### src/pkg/xbc_pkg.sv
// package for the external memory bus cycle sequencer
// assumes one core clock; one input clock period (tcp) equals one core clock
package xbc_pkg;
    // bus cycle kinds requested by the core
    typedef enum logic [1:0] {
        XBC_FETCH = 2'h0,
        XBC_READ  = 2'h1,
        XBC_WRITE = 2'h2,
        XBC_PORT  = 2'h3
    } xbc_kind_type;

    // one request from the core side
    typedef struct packed {
        xbc_kind_type kind;
        logic [15:0] addr;
        logic [7:0] wdata;
    } xbc_req_type;

    // one answer towards the core side
    typedef struct packed {
        xbc_kind_type kind;
        logic [7:0] rdata;
    } xbc_rsp_type;

    // cycle counts, one tcp each
    localparam logic [3:0] XBC_ALE_HIGH_CYC = 4'h2;    // latch strobe high width
    localparam logic [3:0] XBC_ADDR_HOLD_CYC = 4'h1;   // address hold after latch fall
    localparam logic [3:0] XBC_FETCH_LOW_CYC = 4'h3;   // fetch strobe low width
    localparam logic [3:0] XBC_FETCH_CAP_CYC = 4'h2;   // data valid after fetch strobe low
    localparam logic [3:0] XBC_FETCH_GAP_CYC = 4'h1;   // float after fetch strobe high
    localparam logic [3:0] XBC_RW_DELAY_CYC = 4'h3;    // latch fall to read/write strobe
    localparam logic [3:0] XBC_RW_LOW_CYC = 4'h6;      // read/write strobe low width
    localparam logic [3:0] XBC_READ_CAP_CYC = 4'h4;    // data valid after read strobe low
    localparam logic [3:0] XBC_READ_GAP_CYC = 4'h2;    // float after read strobe high
    localparam logic [3:0] XBC_WR_HOLD_CYC = 4'h1;     // write data hold after strobe high
    localparam logic [3:0] XBC_PORT_SAMPLE_CYC = 4'h5; // state five phase two slot
    localparam logic [3:0] XBC_PORT_UPDATE_CYC = 4'h6; // state six phase two slot
    // reset values
    localparam logic [7:0] XBC_PORT_RST = 8'hff;
    localparam logic [15:0] XBC_ADDR_RST = 16'h0000;
endpackage

### src/hdl/xbc_skid.sv
// two-entry valid/ready buffer
// assumes both sides on core_clk_i with synchronous reset
module xbc_skid #(
    parameter int WIDTH = 8
) (
    // clock and reset
    input wire logic core_clk_i,
    input wire logic srst_i,
    // filling side
    input wire logic in_valid_i,
    output logic in_ready_o,
    input wire logic [WIDTH-1:0] in_data_i,
    // draining side
    output logic out_valid_o,
    input wire logic out_ready_i,
    output logic [WIDTH-1:0] out_data_o
);
    logic [WIDTH-1:0] mem_q [2];  // storage words
    logic [WIDTH-1:0] mem_d [2];
    logic rd_q, rd_d;             // read pointer
    logic wr_q, wr_d;             // write pointer
    logic [1:0] cnt_q, cnt_d;     // occupancy

    ////////////////////////////////////////////////////////////////
    // next-state logic
    always_comb begin
        logic push;
        logic pop;
        push = 1'b0;
        pop = 1'b0;
        mem_d = mem_q;
        rd_d = rd_q;
        wr_d = wr_q;
        push = in_valid_i && (cnt_q != 2'h2);
        pop = out_ready_i && (cnt_q != 2'h0);
        if (push) begin
            mem_d[wr_q] = in_data_i;
            wr_d = ~wr_q;
        end
        if (pop) begin
            rd_d = ~rd_q;
        end
        cnt_d = cnt_q + {1'b0, push} - {1'b0, pop};
    end

    // registers only
    always_ff @(posedge core_clk_i) begin
        mem_q <= mem_d;
        if (srst_i) begin
            rd_q <= 1'b0;
            wr_q <= 1'b0;
            cnt_q <= 2'h0;
        end else begin
            rd_q <= rd_d;
            wr_q <= wr_d;
            cnt_q <= cnt_d;
        end
    end

    // full and empty straight from the count
    assign in_ready_o = (cnt_q != 2'h2);
    assign out_valid_o = (cnt_q != 2'h0);
    assign out_data_o = mem_q[rd_q];
endmodule // xbc_skid

### src/hdl/xbc_sync.sv
// two-flop synchroniser for pin inputs
// assumes the pins are asynchronous to core_clk_i
module xbc_sync #(
    parameter int WIDTH = 8
) (
    // clock
    input wire logic core_clk_i,
    // raw pin and synchronised copy
    input wire logic [WIDTH-1:0] pin_i,
    output logic [WIDTH-1:0] sync_o
);
    logic [WIDTH-1:0] meta_q;  // first stage, read only by second
    logic [WIDTH-1:0] sync_q;  // second stage

    // plain shift, no reset needed for data
    always_ff @(posedge core_clk_i) begin
        meta_q <= pin_i;
        sync_q <= meta_q;
    end

    assign sync_o = sync_q;
endmodule // xbc_sync

### src/hdl/xbc_bus.sv
// multiplexed external memory bus cycle sequencer
// assumes the core clock is the input clock; a stopped clock just freezes state
module xbc_bus (
    // clock and reset
    input wire logic core_clk_i,
    input wire logic srst_i,
    // core request side
    input wire logic req_valid_i,
    output logic req_ready_o,
    input wire xbc_pkg::xbc_req_type req_i,
    // core answer side
    output logic rsp_valid_o,
    input wire logic rsp_ready_i,
    output xbc_pkg::xbc_rsp_type rsp_o,
    // bus strobes, active low where named _n
    output logic ale_o,
    output logic program_fetch_strobe_n_o,
    output logic rd_n_o,
    output logic wr_n_o,
    // low address / data port, two-way
    input wire logic [7:0] ad_i,
    output logic [7:0] ad_o,
    output logic ad_oe_o,
    // high address port
    output logic [7:0] addr_hi_o,
    // general purpose port
    input wire logic [7:0] port_i,
    output logic [7:0] port_o
);
    // sequencer states, gray from XBC_IDLE to XBC_STROBE and on to XBC_HOLD
    typedef enum logic [2:0] {
        XBC_IDLE = 3'b000,
        XBC_ALE = 3'b001,
        XBC_SETUP = 3'b011,
        XBC_STROBE = 3'b010,
        XBC_HOLD = 3'b110,
        XBC_GAP = 3'b111,
        XBC_ANSWER = 3'b101
    } xbc_state_type;

    ////////////////////////////////////////////////////////////////
    // declarations
    xbc_state_type st_q, st_d;              // sequencer state
    logic [3:0] cnt_q, cnt_d;               // cycles within a state
    xbc_pkg::xbc_req_type cur_q, cur_d;     // request in flight
    logic [7:0] cap_q, cap_d;               // captured bus byte
    logic ale_q, ale_d;                     // latch strobe
    logic pfs_n_q, pfs_n_d;                 // fetch strobe, low active
    logic rd_n_q, rd_n_d;                   // read strobe
    logic wr_n_q, wr_n_d;                   // write strobe
    logic [7:0] ad_q, ad_d;                 // low port drive value
    logic ad_oe_q, ad_oe_d;                 // low port drive enable
    logic [7:0] hi_q, hi_d;                 // high address
    logic [7:0] port_q, port_d;             // port output latch
    logic [7:0] ad_s, port_s;               // synchronised pins
    logic ans_valid;                        // answer into buffer
    logic ans_ready;                        // buffer can take it
    xbc_pkg::xbc_rsp_type ans;              // answer word
    logic rsp_valid_w;                      // buffer out valid
    xbc_pkg::xbc_rsp_type rsp_w;            // buffer out data
    logic [7:0] ad_last;                    // value to capture with

    ////////////////////////////////////////////////////////////////
    // pin synchronisers; the pipe delay is absorbed by a late capture
    xbc_sync #(.WIDTH(8)) u_sync_ad (
        .core_clk_i(core_clk_i),
        .pin_i(ad_i),
        .sync_o(ad_s)
    );
    xbc_sync #(.WIDTH(8)) u_sync_port (
        .core_clk_i(core_clk_i),
        .pin_i(port_i),
        .sync_o(port_s)
    );

    // answer buffer so a stalled consumer loses no byte
    xbc_skid #(.WIDTH($bits(xbc_pkg::xbc_rsp_type))) u_skid (
        .core_clk_i(core_clk_i),
        .srst_i(srst_i),
        .in_valid_i(ans_valid),
        .in_ready_o(ans_ready),
        .in_data_i(ans),
        .out_valid_o(rsp_valid_w),
        .out_ready_i(rsp_ready_i),
        .out_data_o(rsp_w)
    );

    // the answer word and strobe come from registered state
    assign ad_last = ad_s;
    assign ans_valid = (st_q == XBC_ANSWER);
    assign ans = '{kind: cur_q.kind, rdata: cap_q};

    // count-done helper, used by every timed state
    function automatic logic done(input logic [3:0] cnt, input logic [3:0] lim);
        done = (cnt == lim - 4'h1);
    endfunction

    ////////////////////////////////////////////////////////////////
    // sequencer next-state logic
    always_comb begin
        st_d = st_q;
        cnt_d = cnt_q + 4'h1;
        cur_d = cur_q;
        cap_d = cap_q;
        ale_d = ale_q;
        pfs_n_d = pfs_n_q;
        rd_n_d = rd_n_q;
        wr_n_d = wr_n_q;
        ad_d = ad_q;
        ad_oe_d = ad_oe_q;
        hi_d = hi_q;
        port_d = port_q;
        case (st_q)
            XBC_IDLE: begin
                // idle: take a new request
                cnt_d = 4'h0;
                if (req_valid_i) begin
                    cur_d = req_i;
                    st_d = XBC_ALE;
                    ale_d = 1'b1;
                    ad_d = req_i.addr[7:0];
                    ad_oe_d = 1'b1;
                    hi_d = req_i.addr[15:8];
                end
            end
            XBC_ALE: begin
                // latch high two tcp, address already stable
                if (done(cnt_q, xbc_pkg::XBC_ALE_HIGH_CYC)) begin
                    ale_d = 1'b0;
                    cnt_d = 4'h0;
                    st_d = XBC_SETUP;
                end
            end
            XBC_SETUP: begin
                // address held one tcp past latch fall
                if (cnt_q == xbc_pkg::XBC_ADDR_HOLD_CYC - 4'h1) begin
                    if (cur_q.kind == xbc_pkg::XBC_WRITE) begin
                        ad_d = cur_q.wdata;
                    end else begin
                        ad_oe_d = 1'b0;
                    end
                end
                if (cur_q.kind == xbc_pkg::XBC_FETCH) begin
                    if (done(cnt_q, xbc_pkg::XBC_ADDR_HOLD_CYC)) begin
                        pfs_n_d = 1'b0;
                        cnt_d = 4'h0;
                        st_d = XBC_STROBE;
                    end
                end else if (done(cnt_q, xbc_pkg::XBC_RW_DELAY_CYC)) begin
                    cnt_d = 4'h0;
                    st_d = XBC_STROBE;
                    rd_n_d = ~(cur_q.kind == xbc_pkg::XBC_READ);
                    wr_n_d = ~(cur_q.kind == xbc_pkg::XBC_WRITE);
                end
            end
            XBC_STROBE: begin
                // strobe low; capture late enough to cover the sync pipe
                if (cur_q.kind == xbc_pkg::XBC_FETCH) begin
                    if (done(cnt_q, xbc_pkg::XBC_FETCH_LOW_CYC)) begin
                        pfs_n_d = 1'b1;
                        cnt_d = 4'h0;
                        st_d = XBC_GAP;
                    end
                end else begin
                    if (cur_q.kind == xbc_pkg::XBC_PORT) begin
                        if (cnt_q == xbc_pkg::XBC_PORT_SAMPLE_CYC - 4'h1) begin
                            cap_d = port_s;
                        end
                        if (cnt_q == xbc_pkg::XBC_PORT_UPDATE_CYC - 4'h1) begin
                            port_d = cur_q.wdata;
                        end
                    end
                    if (done(cnt_q, xbc_pkg::XBC_RW_LOW_CYC)) begin
                        if (cur_q.kind == xbc_pkg::XBC_READ) begin
                            cap_d = ad_last;
                        end
                        rd_n_d = 1'b1;
                        wr_n_d = 1'b1;
                        cnt_d = 4'h0;
                        st_d = (cur_q.kind == xbc_pkg::XBC_WRITE) ? XBC_HOLD : XBC_GAP;
                    end
                end
            end
            XBC_HOLD: begin
                // write data stays driven past the strobe
                if (done(cnt_q, xbc_pkg::XBC_WR_HOLD_CYC)) begin
                    ad_oe_d = 1'b0;
                    cnt_d = 4'h0;
                    st_d = XBC_ANSWER;
                end
            end
            XBC_GAP: begin
                // fetch byte: the first sync stage took it while the strobe was low,
                // so a memory answering at the last legal edge is still caught
                if (cur_q.kind == xbc_pkg::XBC_FETCH && cnt_q == 4'h0) begin
                    cap_d = ad_last;
                end
                // wait for the memory to float before the next address
                if ((cur_q.kind == xbc_pkg::XBC_FETCH
                        && done(cnt_q, xbc_pkg::XBC_FETCH_GAP_CYC))
                    || done(cnt_q, xbc_pkg::XBC_READ_GAP_CYC)) begin
                    cnt_d = 4'h0;
                    st_d = XBC_ANSWER;
                end
            end
            XBC_ANSWER: begin
                // hand the answer over; stall while the buffer is full
                cnt_d = 4'h0;
                if (ans_ready) begin
                    st_d = XBC_IDLE;
                end
            end
            default: begin
                st_d = XBC_IDLE;
                cnt_d = 4'h0;
            end
        endcase
    end

    ////////////////////////////////////////////////////////////////
    // sequencer registers; a halted clock simply freezes them
    always_ff @(posedge core_clk_i) begin
        if (srst_i) begin
            st_q <= XBC_IDLE;
            cnt_q <= 4'h0;
            cur_q <= '0;
            cap_q <= 8'h00;
            ale_q <= 1'b0;
            pfs_n_q <= 1'b1;
            rd_n_q <= 1'b1;
            wr_n_q <= 1'b1;
            ad_q <= xbc_pkg::XBC_ADDR_RST[7:0];
            ad_oe_q <= 1'b0;
            hi_q <= xbc_pkg::XBC_ADDR_RST[15:8];
            port_q <= xbc_pkg::XBC_PORT_RST;
        end else begin
            st_q <= st_d;
            cnt_q <= cnt_d;
            cur_q <= cur_d;
            cap_q <= cap_d;
            ale_q <= ale_d;
            pfs_n_q <= pfs_n_d;
            rd_n_q <= rd_n_d;
            wr_n_q <= wr_n_d;
            ad_q <= ad_d;
            ad_oe_q <= ad_oe_d;
            hi_q <= hi_d;
            port_q <= port_d;
        end
    end

    ////////////////////////////////////////////////////////////////
    // bus and port outputs straight from flops; ready decoded from state, answer from the buffer
    assign req_ready_o = (st_q == XBC_IDLE);
    assign rsp_valid_o = rsp_valid_w;
    assign rsp_o = rsp_w;
    assign ale_o = ale_q;
    assign program_fetch_strobe_n_o = pfs_n_q;
    assign rd_n_o = rd_n_q;
    assign wr_n_o = wr_n_q;
    assign ad_o = ad_q;
    assign ad_oe_o = ad_oe_q;
    assign addr_hi_o = hi_q;
    assign port_o = port_q;
endmodule // xbc_bus

### config.mk
export PLATFORM = sky130hd
export DESIGN_NAME = xbc_bus
export DESIGN_NICKNAME = d
export VERILOG_FILES = /design/src/pkg/xbc_pkg.sv /design/src/hdl/xbc_skid.sv /design/src/hdl/xbc_sync.sv /design/src/hdl/xbc_bus.sv
export SDC_FILE = /design/constraint.sdc
export NUM_CORES = 1
export LEC_CHECK = 0
export BUFFER_PORTS_ARGS = -buffer_cell sky130_fd_sc_hd__buf_2
export CAP_MARGIN = 5
export CORE_MARGIN = 2
export CORE_UTILIZATION = 55
export DETAILED_ROUTE_END_ITERATION = 7
export PLACE_DENSITY_LB_ADDON = 0.05
export SLEW_MARGIN = 20
export SYNTH_ARGS = -nofsm -noshare
export SYNTH_HDL_FRONTEND = slang
export SYNTH_HIERARCHICAL = 1
export SYNTH_SLANG_ARGS = --single-unit
### constraint.sdc
create_clock -name core_clk_i -period 3.4 [get_ports core_clk_i]
set_input_delay 0.17 -clock core_clk_i [delete_from_list [all_inputs] [get_ports core_clk_i]]
set_output_delay 0.17 -clock core_clk_i [all_outputs]
set_load 0.1 [all_outputs]
======== Word-level counts from Yosys, hierarchy flattened ========
Index checks and enable logic that the tools add are counted.
Widths: inputs -> output; s select.
word-level totals
  register bits after elaboration ......... 110
  bits of input ports ..................... 46
  output and inout port bits .............. 41
  logic and storage cells ................. 149
operators by class
  add/sub/neg operators ................... 3
  $lt $le $gt $ge ......................... 3
  equal/unequal tests ..................... 34
  muxes and demuxes ....................... 57
  bitwise gates (word level) .............. 7
  reduce and logical (&&, ||, !) cells .... 23
operator list
  cell                 number
  $mux 8               9
  $mux 10              4
  $ne 2x2->1 const B   17
  $mux 3               11
  $pmux 8 s2           2
  $mux 4               7
  $pmux 3 s7           1
  $bwmux 20            1
  $pmux 4 s5           1
  $mux 1               15
  $reduce_and 5->1     3
  $ne 3x3->1 const B   4
  $demux 10 s1         1
  $reduce_bool 2->1    5
  $eq 3x3->1 const B   3
  $reduce_and 9->1     1
  $eq 4x3->1 const B   2
  $pmux 1 s2           4
  $reduce_and 4->1     2
  $eq 3x2->1 const B   2
  $reduce_and 3->1     2
  $not 1->1            5
  $add 4x1->4 const B  1
  $eq 2x2->1 const B   2
  17 further kinds     22

======== Logic depth before layout (Yosys ltp) ========
Gate-level depths: netlist (run 1).
  depth after elaboration ................. 7
  mapped depth ............................ 9
  depth with buffers taken out ............ 7

======== Hierarchy ========
The synthesis (run 1) kept the hierarchy.
modules (own cells, without submodules)
  module    instances  cells each  area an instance (um2)
  xbc_bus   1          314         2628.8
  xbc_skid  1          56          959.7
  xbc_sync  2          16          320.3

======== Worst setup path after synthesis (run 1) ========
No wires, ideal clock.
  path type ............................... register -> output
  start ................................... register st_q[0]
  end ..................................... output req_ready_o
  data arrival time ....................... 2713 ps
  data required time ...................... 3230 ps
  path slack .............................. 517 ps
  cell stages (with the launch flop) ...... 4
  buffers on the path ..................... 2
  cells stage by stage .................... dfxtp_1 > buf_2 > buf_2 > nor3_1
on the way
  longest elaborated chain between the ends .. 1
RTL lines
  element                   line            source
  start: declaration        xbc_bus.sv:43   xbc_state_type st_q, st_d;
  start signal: assignment  xbc_bus.sv:237  st_q <= st_d;
  $logic_not 3->1           xbc_bus.sv:254  assign req_ready_o = (st_q == XBC_IDLE);
  end: declaration          xbc_bus.sv:9    output logic req_ready_o,
No other way between the ends.

======== Final worst setup path (run 1) ========
  start ................................... register st_q[2]
  end ..................................... register u_skid.cnt_q[1]
on the way
  longest elaborated chain between the ends .. 4
RTL lines
  element                 line            source
  $eq 3x3->1              xbc_bus.sv:90   assign ans_valid = (st_q == XBC_ANSWER);
  via ans_valid           xbc_bus.sv:56   logic ans_valid;
  $logic_and 1x1->1       xbc_skid.sv:34  push = in_valid_i && (cnt_q != 2'h2);
  $add 2x1->2             xbc_skid.sv:43  cnt_d = cnt_q + {1'b0, push} - {1'b0, pop};
  $sub 2x1->2             xbc_skid.sv:43
  end signal: assignment  xbc_skid.sv:56  cnt_q <= cnt_d;
  end: declaration        xbc_skid.sv:22  logic [1:0] cnt_q, cnt_d;
The timed path passes the listed nets, and every way through them passes these cells.
A chain may end at the register's enable or synchronous reset.

==> results.txt, run 1 <==
Outcome - complete, no violations
Worst reg2reg path endpoint - u_skid/cnt_q[1]
Flop pwr share - 43.3%
Pre-CTS WS - 0.721 ns
Synth-to-layout area growth - 19.8%
Reg-to-reg slack, setup - 0.66 ns
Port-buffer cells - 86
Largest net degree at the start of global routing - 43
Mapped Nets - 453
Register area share after synthesis - 56.8%
Post-DR vias/cell - 5.35
Gr usage total - 23.7%
CTS clk-pin slew, worst paths - 0.11 ns
Least-Margin Pin Slew - 0.826 ns
Final setup viols - 0
Crit path to - u_skid/cnt_q[1]
Setup crit end kind - flip-flop
RSZ-0062 raised after global routing - false
ANT nets after route - 0
Critical Path Source - st_q[2]
EDFF count, synth - 20
Min Tclk post-route - 2.74 ns
Wire length per cell - 15.6 um
Comb pwr share - 34.9%
DP HPWL - 6380 um
Max-slew violation count - 0
Vias in the first global route - 3192
First-pass GRT wire length - 15600 um
Pre-Repair DR Iteration Count - 4
Clk pwr share - 21.9%
Global route overflow - 0
Top FF cell, synth - dfxtp_1
Antenna violations before repair - 0
Nets - 547
Starting DRT DRC Count - 133
Hold slack - 0.0246 ns
Final worst-path cycle share - 80.6%
Leakage Power - 2.23 nW
Starting density of the core - 57.7%
Antenna Cells - 0
H-Tree Level Count - 3
Highest Signal Layer - met4
M1 wire length - 3920 um
Sw Share - 42.9%
Critical Path RT - 3.65 ns
Post-synth cell types - 62
Total power - 3.64 mW
Final hold violation count - 0
IO Pins - 87
Net Switching - 1.56 mW
Crit Path Category - reg -> reg
Hold Path Class - in -> reg
Inserted Clock Buffers - 9
Post-CTS setup buffer count - 0
Post-Syn Instances - 402
Met3 WL - 662 um
Power per Cell Area - 718 nW/um^2
Mapped Area - 4230 um^2
Post-synth ARST share - 0%
Core Area - 7330 um^2
Crit path DAT - 2.99 ns
Fraction of layout cells with a size suffix above 1 - 26.1%
Mean post-synth cell area - 10.5 um^2
Post-cts hold buffer count - 16
Max Cap Viol - 0
Fmax - 0.365 GHz
Ys Warns - 6
Hold path startpoint - req_i[0]
Fillcell total - 571
Worst-skew pair later-pin latency - 0.37 ns
Global placer's final weighted congestion - 0.894
Worst setup SP type - flip-flop
TNS Setup - 0 ns
Die height - 91.7 um
Worst setup margin - 0.658 ns
Die ar. - 8410 um^2
Root Buffer - clkbuf_8
Row cnt - 31
Post-route DRC violation count - 0
Wirelength, routed - 9360 um
Met2 routed WL - 4610 um
Reg2Reg Depth - 6
Peak VDD IR - 0.484 mV
Flops & latches, synth - 110
Clk_skew - 0.0101 ns
Die width - 91.7 um
CTS tree - done
R2r startpoint - st_q[2]
Clock Sinks - 110
Vias - 3212
P_int - 2.08 mW
Slew headroom - 44.8%
Post-CTS sizing - 0
Crit-path max FO - 20
Util after Layout - 69.1%
Clock Path Buffers - 2
power groups by stage:
stage                     Combinational (mW)  Sequential [mW]  Clock (mW)
final                                   1.27             1.57       0.795
after global routing                    1.36             1.59       0.863
after CTS                               1.26             1.57       0.814
after detailed placement                1.25             1.60           0
after global placement                  1.24             1.60           0
after floorplan                        0.713             1.89           0
cell families after synthesis:
kind of cell | share of synthesized area, %
simple gates | 16.1
compound gates | 13.4
flops | 56.8
mux | 6.92
fa+ha+maj | 1.48
buf+inv | 4.47
xor+xnor | 0.829
through the flow:
stage | instance area (um^2) | std cells
CTS | 5060 | 600
finish | 5060 | 600
detailed placement | 4690 | 568
global placement | 4690 | 568
global route | 5060 | 600
floorplan | 4230 | 402
synth_stat cells (5+ instances only):
cell / n / area (um^2)
edfxtp_1: 20 / 601
nor3_1: 9 / 45.0
nor2_1: 29 / 109
o21ai_0: 9 / 45.0
mux2i_1: 18 / 180
dfxtp_1: 90 / 1800
ha_1: 5 / 62.6
nand3_1: 5 / 25.0
inv_1: 17 / 63.8
mux2_2: 10 / 113
clkbuf_1: 7 / 26.3
nand2_1: 52 / 195
buf_2: 13 / 65.1
a21oi_1: 41 / 205
o221a_1: 8 / 90.1
layout by cell type, fill, tap and decap left out, types with 2 or more instances in the layout:
cell / instances
nand2_1: 52
a21oi_1: 41
nor2_1: 29
a31oi_1: 3
clkbuf_8: 9
mux2i_1: 18
clkinv_8: 2
clkinv_4: 2
o211ai_1: 2
nand3b_1: 4
nor3_1: 9
buf_2: 86
buf_4: 4
xnor2_1: 2
inv_1: 17
o221a_1: 8
nor4b_2: 2
nor3b_1: 2
xor2_1: 2
and3_1: 3
or2_1: 2
edfxtp_1: 20
and3b_1: 3
nor4_1: 2
dlygate4sd3_1: 16
nor2b_1: 4
nand4_1: 3
dfxtp_1: 90
o21ai_0: 9
mux2_2: 10
ha_1: 5
nand3_1: 5
layout make-up:
cell class / count / area, um^2 / area share, %
clock buffer: 9 / 124 / 2.45
clock inverter: 7 / 86.3 / 1.70
inverter: 17 / 63.8 / 1.26
multi-input combinational: 252 / 1640 / 32.5
sequential: 110 / 2400 / 47.4
tap: 99 / 124 / 2.45
timing repair buffer: 106 / 621 / 12.3
worst max-delay path, stage by stage (launching register included):
cell and delay, ns:
dfxtp_1 0.81, inv_1 0.25, nor3_1 0.67, a311oi_1 0.20
ha_1 0.24, nor4_1 0.37, nor3_2 0.08
state kept, by name (all words and copies together) (netlist names):
name / count
u_skid/mem_q: 20
ad_o: 8
addr_hi_o: 8
cap_q: 8
cur_q: 8
port_o: 8
u_sync_ad/meta_q: 8
u_sync_ad/sync_o: 8
u_sync_port/meta_q: 8
u_sync_port/sync_o: 8
cnt_q: 4
st_q: 3
ans: 2
u_skid/cnt_q: 2
ad_oe_o: 1
ale_o: 1
program_fetch_strobe_n_o: 1
rd_n_o: 1
u_skid/rd_q: 1
u_skid/wr_q: 1
wr_n_o: 1
layer usage:
layer | track usage, % | vias to the layer above
met5 | 0 | -
met4 | 8.21 | 0
met3 | 6.74 | 15
met2 | 39.3 | 98
met1 | 29.6 | 1502
li1 | - | 1597
how the worst min path moves through the flow:
| stage | to | cells past startpoint | slack [ns] |
|---|---|---|---|
| global placement | u_sync_ad/meta_q[0] | 1 | 0.27 |
| floorplan | u_sync_ad/meta_q[0] | 0 | 0.20 |
| global route | cur_q[5] | 3 | 0.009 |
| detailed placement | u_sync_port/meta_q[3] | 1 | 0.27 |
| finish | cur_q[0] | 3 | 0.02 |
| CTS | cur_q[5] | 3 | 0.003 |
(Power assumes the default switching activity.)
==> inputs of run 2 (changes only) <==
- ABC_AREA: default -> 1
- CORE_UTILIZATION: 55 -> 54
- clock period: 3.4 -> 2.8 ns (I/O delays scaled with it)
==> results.txt, run 2 <==
Antenna Cells - 0 (unchanged)
Yosys top cell area share - 42.8% (was 42.6%)
Antenna violations before repair - 0 (unchanged)
Global route overflow - 0 (unchanged)
Ys Warns - 6 (unchanged)
Commonest non-fill, non-tap cell in the layout - nand2_1 (was dfxtp_1)
Post-route DRC violation count - 0 (unchanged)
Most frequent cells in the layout - 115 x nand2_1, 90 x dfxtp_1, 86 x buf_2 (was 90 x dfxtp_1, 86 x buf_2, 52 x nand2_1)
Max reg flops - 20 (unchanged)
IO Pins - 87 (unchanged)
Synth cell count leaders - 115 x nand2_1, 90 x dfxtp_1, 55 x nor2_1, 46 x inv_1, 36 x o21ai_0 (was 90 x dfxtp_1, 52 x nand2_1, 41 x a21oi_1, 29 x nor2_1, 20 x edfxtp_1)
Worst-skew pair later-pin latency - 0.36 ns (was 0.37 ns)
Top FF cell, synth - dfxtp_1 (unchanged)
Post-CTS sizing - 0 (unchanged)
Min Tclk post-route - 2.09 ns (was 2.74 ns)
Post-Syn Instances - 493 (was 402)
Gr usage total - 19.9% (was 23.7%)
Root Buffer - clkbuf_8 (unchanged)
TNS Setup - 0 ns (unchanged)
Max-slew violation count - 0 (unchanged)
ANT nets after route - 0 (unchanged)
Fillcell total - 655 (was 571)
Mean post-synth cell area - 8.55 um^2 (was 10.5 um^2)
Fraction of layout cells with a size suffix above 1 - 21.6% (was 26.1%)
Max Cap Viol - 0 (unchanged)
Final worst-path cycle share - 74.6% (was 80.6%)
Flops & latches, synth - 110 (unchanged)
Final hold violation count - 0 (unchanged)
Row cnt - 32 (was 31)
Setup crit end kind - flip-flop (unchanged)
Vias - 3343 (was 3212)
Post-synth cell types - 30 (was 62)
Post-synth ARST share - 0% (unchanged)
Final setup viols - 0 (unchanged)
H-Tree Level Count - 3 (unchanged)
Starting density of the core - 55.1% (was 57.7%)
Clock Path Buffers - 2 (unchanged)
Least-Margin Pin Slew - 0.903 ns (was 0.826 ns)
Worst setup SP type - flip-flop (unchanged)
Crit Path Category - reg -> reg (unchanged)
Die width - 92.3 um (was 91.7 um)
Fmax - 0.479 GHz (was 0.365 GHz)
EDFF count, synth - 20 (unchanged)
Hold slack - 0.0435 ns (was 0.0246 ns)
Vias in the first global route - 3158 (was 3192)
Outcome - complete, no violations (unchanged)
Wirelength, routed - 7980 um (was 9360 um)
Top-count cell post-synth - nand2_1 (was dfxtp_1)
Starting DRT DRC Count - 202 (was 133)
Hold Path Class - in -> reg (unchanged)
Die height - 92.3 um (was 91.7 um)
Core Area - 7650 um^2 (was 7330 um^2)
Crit-path max FO - 30 (was 20)
Synth-to-layout area growth - 20.6% (was 19.8%)
Wire length per cell - 11.4 um (was 15.6 um)
Area contributors post-synth - dfxtp_1 43%, edfxtp_1 14%, nand2_1 10% (was dfxtp_1 43%, edfxtp_1 14%, a21oi_1 4.9%)
Global placer's final weighted congestion - 0.844 (was 0.894)
Port-buffer cells - 86 (unchanged)
Leakage Power - 2.39 nW (was 2.23 nW)
Critical Path RT - 3.01 ns (was 3.65 ns)
Pre-Repair DR Iteration Count - 4 (unchanged)
Synth area leader - dfxtp_1 (unchanged)
Die ar. - 8530 um^2 (was 8410 um^2)
Mapped Nets - 544 (was 453)
First-pass GRT wire length - 13800 um (was 15600 um)
RSZ-0062 raised after global routing - false (unchanged)
CTS tree - done (unchanged)
CTS clk-pin slew, worst paths - 0.10 ns (was 0.11 ns)
DP HPWL - 5640 um (was 6380 um)
Largest net degree at the start of global routing - 42 (was 43)
Peak VDD IR - 0.807 mV (was 0.484 mV)
Top register by number of flip-flops - u_skid/mem_q (unchanged)
Crit path DAT - 2.30 ns (was 2.99 ns)
Power per Cell Area - 1040 nW/um^2 (was 718 nW/um^2)
Register area share after synthesis - 57.0% (was 56.8%)
Post-DR vias/cell - 4.78 (was 5.35)
Nets - 643 (was 547)
Slew headroom - 39.7% (was 44.8%)
Clock Sinks - 110 (unchanged)
Mapped Area - 4210 um^2 (was 4230 um^2)
Clk_skew - 0.0101 ns (about the same)
Inserted Clock Buffers - 9 (unchanged)
run 2: cell count changes after synthesis, sizes merged, moves of 7 or more:
cell,previous run,this run
mux2,10,0
buf,16,9
o21ai,10,41
o221a,8,0
nor2,29,64
nand3,5,29
a21oi,43,27
inv,17,52
nand2,52,120
nor3,10,3
mux2i,18,0
o211ai,2,16
run 2: cell type report:
cell class / count / area [um^2] / share of cell area, %
Timing Repair Buffer: 104 / 606 / 11.9
Tap cell: 102 / 128 / 2.51
Clock buffer: 10 / 149 / 2.93
Sequential cell: 110 / 2400 / 47.3
Clock inverter: 6 / 61.3 / 1.21
Multi-Input combinational cell: 315 / 1540 / 30.3
Inverter: 52 / 195 / 3.84
run 2: worst max-delay path: stages, from the launching register on:
cell	delay [ns]
dfxtp_1	0.45
nor2_1	0.18
nand2_1	0.14
inv_2	0.16
nand2_1	0.55
o21ai_0	0.40
a21oi_1	0.06
run 2: logic make-up after synthesis:
kind of cell,Yosys count,share of synthesized area (%)
AOI/OAI and AO/OA,88,12.2
xor gates and xnor gates,3,0.624
adders and majority gates,5,1.48
buffers and inverters,68,6.44
DFF,110,57.0
and+or+nand+nor,219,22.2
run 2: report_power, final:
part	internal [mW]	switching, mW
Sequential	1.88	0.182
Combinational	0.474	1.81
Clock	0.400	0.542
run 2: final timing paths:
| kind | startpoint | endpoint | slack, ns | cells after the start |
|---|---|---|---|---|
| min reg2reg | u_sync_port/meta_q[5] | u_sync_port/sync_o[5] | 0.34 | 0 |
| max reg2reg | st_q[1] | ans[8] | 0.71 | 6 |
| max | st_q[1] | ans[8] | 0.71 | 6 |
| min | req_i[22] | addr_hi_o[6] | 0.04 | 3 |
run 2: timing repair:
item	4_1_cts	5_1_grt
hold buffers	16	0
buffers inserted	0	0
hold endpoints to repair	16	0
run 2: metrics by stage:
stage | util (%) | cells | power [mW] | worst slack, ns | area [um^2]
after CTS | 66.4 | 699 | 5.32 | 0.742 | 5080
after detailed placement | 61.6 | 667 | 4.36 | 0.767 | 4710
after global routing | 66.4 | 699 | 5.61 | 0.424 | 5080
final | 66.4 | 699 | 5.29 | 0.711 | 5080
after floorplan | - | 493 | 4.00 | 1.05 | 4210
after global placement | 61.6 | 667 | 4.34 | 0.872 | 4710
run 2: layer usage:
layer	GRT usage (%)	vias up	part of all wire, %
met5	0	-	0
met2	32.4	88	44
met4	7.09	0	1.1
met3	5.13	9	6.9
met1	25.7	1451	48
li1	-	1795	-
==> inputs of run 3 (changes only) <==
- clock period: 2.8 -> 2.15 ns (I/O delays scaled with it)
==> results.txt, run 3 (same netlist as run 2, synthesis figures left out) <==
Hold Path Class - in -> reg (unchanged)
Root Buffer - clkbuf_8 (unchanged)
Post-placement cell area - 4750 um^2 (was 4710 um^2)
Wire length per cell - 11.4 um (about the same)
Hold slack - 0.0103 ns (was 0.0435 ns)
Post-CTS setup buffer count - 0 (unchanged)
Top register by number of flip-flops - u_skid/mem_q (unchanged)
Row cnt - 32 (unchanged)
Max Cap Viol - 0 (unchanged)
Wirelength, routed - 8060 um (was 7980 um)
Pre-CTS WS - 0.396 ns (was 0.767 ns)
Critical Path RT - 2.04 ns (was 3.01 ns)
Max reg flops - 20 (unchanged)
Worst setup margin - 0.286 ns (was 0.711 ns)
Worst setup SP type - flip-flop (unchanged)
Antenna violations before repair - 0 (unchanged)
Least-Margin Pin Slew - 0.504 ns (was 0.903 ns)
Starting density of the core - 55.1% (unchanged)
Die width - 92.3 um (unchanged)
Vias - 3385 (was 3343)
Max-slew violation count - 0 (unchanged)
Post-DR vias/cell - 4.77 (was 4.78)
Total power - 6.91 mW (was 5.29 mW)
DP HPWL - 5670 um (was 5640 um)
Crit path DAT - 1.76 ns (was 2.30 ns)
Outcome - complete, no violations (unchanged)
Worst Hold End - cur_q[2] (was addr_hi_o[6])
Core Area - 7650 um^2 (unchanged)
Commonest non-fill, non-tap cell in the layout - nand2_1 (unchanged)
Peak VDD IR - 1.15 mV (was 0.807 mV)
Util after Layout - 67.7% (was 66.4%)
Final worst-path cycle share - 86.7%
Die height - 92.3 um (unchanged)
Starting DRT DRC Count - 147 (was 202)
Gr usage total - 20.4% (was 19.9%)
Slew headroom - 66.7% (was 39.7%)
Global route overflow - 0 (unchanged)
Largest net degree at the start of global routing - 42 (unchanged)
Inserted Clock Buffers - 9 (unchanged)
Synth-to-layout area growth - 22.8% (was 20.6%)
Reg-to-reg slack, setup - 0.37 ns (was 0.71 ns)
WHS Path Cells - 3 (unchanged)
Nets - 653 (was 643)
Die ar. - 8530 um^2 (unchanged)
Setup crit end kind - output port (was flip-flop)
TNS Setup - 0 ns (unchanged)
Non-Filler Instances - 709 (was 699)
Post-route cell area - 5170 um^2 (was 5080 um^2)
Port-buffer cells - 86 (unchanged)
Post-route DRC violation count - 0 (unchanged)
Crit Path Category - reg -> out (was reg -> reg)
Dpl cells - 671 (was 667)
Reg2Reg Depth - 7 (was 6)
Crit-path max FO - 12 (was 30)
Fraction of layout cells with a size suffix above 1 - 21.9% (was 21.6%)
Pre-Repair DR Iteration Count - 4 (unchanged)
Power per Cell Area - 1340 nW/um^2 (was 1040 nW/um^2)
Clk_skew - 0.0128 ns (was 0.0101 ns)
Min Tclk post-route - 1.86 ns
R2r startpoint - st_q[1] (unchanged)
Fmax - 0.536 GHz
Antenna Cells - 0 (unchanged)
Global placer's final weighted congestion - 0.857 (was 0.844)
RSZ-0062 raised after global routing - false (unchanged)
Final hold violation count - 0 (unchanged)
Vias in the first global route - 3216 (was 3158)
Final setup viols - 0 (unchanged)
ANT nets after route - 0 (unchanged)
Leakage Power - 2.44 nW (was 2.39 nW)
Worst-skew pair later-pin latency - 0.36 ns (about the same)
First-pass GRT wire length - 13900 um (was 13800 um)
Worst reg2reg path endpoint - ans[8] (unchanged)
Most frequent cells in the layout - 115 x nand2_1, 90 x dfxtp_1, 86 x buf_2 (unchanged)
IO Pins - 87 (unchanged)
Hold path startpoint - req_i[2] (was req_i[22])
Clock Sinks - 110 (unchanged)
Clock Path Buffers - 2 (unchanged)
CTS clk-pin slew, worst paths - 0.11 ns (was 0.10 ns)
CTS tree - done (unchanged)
H-Tree Level Count - 3 (unchanged)
run 3: critical path, stage by stage, from the launching register on:
cell	delay [ns]
dfxtp_1	0.44
nor2_1	0.18
nand2_1	0.14
inv_2	0.17
buf_2	0.46
run 3: where the power goes:
part           total, mW  internal [mW]  switching, mW
clock network       1.20          0.510          0.693
logic               3.03          0.649           2.38
registers           2.68           2.44          0.232
total               6.91           3.60           3.31
run 3: worst max-delay path by stage:
stage | from | end | depth (start not counted)
after floorplan | st_q[1] | ans[8] | 8
after global placement | st_q[0] | u_skid/cnt_q[1] | 11
after detailed placement | st_q[1] | ad_o[0] | 7
after CTS | st_q[1] | req_ready_o | 4
after global routing | st_q[1] | req_ready_o | 4
final | st_q[1] | req_ready_o | 4
run 3: what timing repair did:
action | CTS | global route
hold buffers | 22 | 0
gates resized for setup | 0 | 0
hold endpoints to repair | 22 | 0
run 3: metal layers:
metal  vias up  routed length [um]  share of wire (%)  track usage (%)
li1       1820                   -                  -                -
met1      1478                3910                 49             26.3
met2        76                3570                 44             32.8
met3        11                 452                5.6             4.88
met4         0                 128                1.6             8.96
met5         -                   0                  0                0
run 3: final cells by class:
| type | count | area [um^2] |
|---|---|---|
| Clock buffer | 11 | 151 |
| Clock inverter | 5 | 48.8 |
| Fill cell | 642 | 2470 |
| Inverter | 52 | 195 |
| Multi-Input combinational cell | 315 | 1540 |
| Sequential cell | 110 | 2400 |
| Tap cell | 102 | 128 |
| Timing Repair Buffer | 114 | 708 |
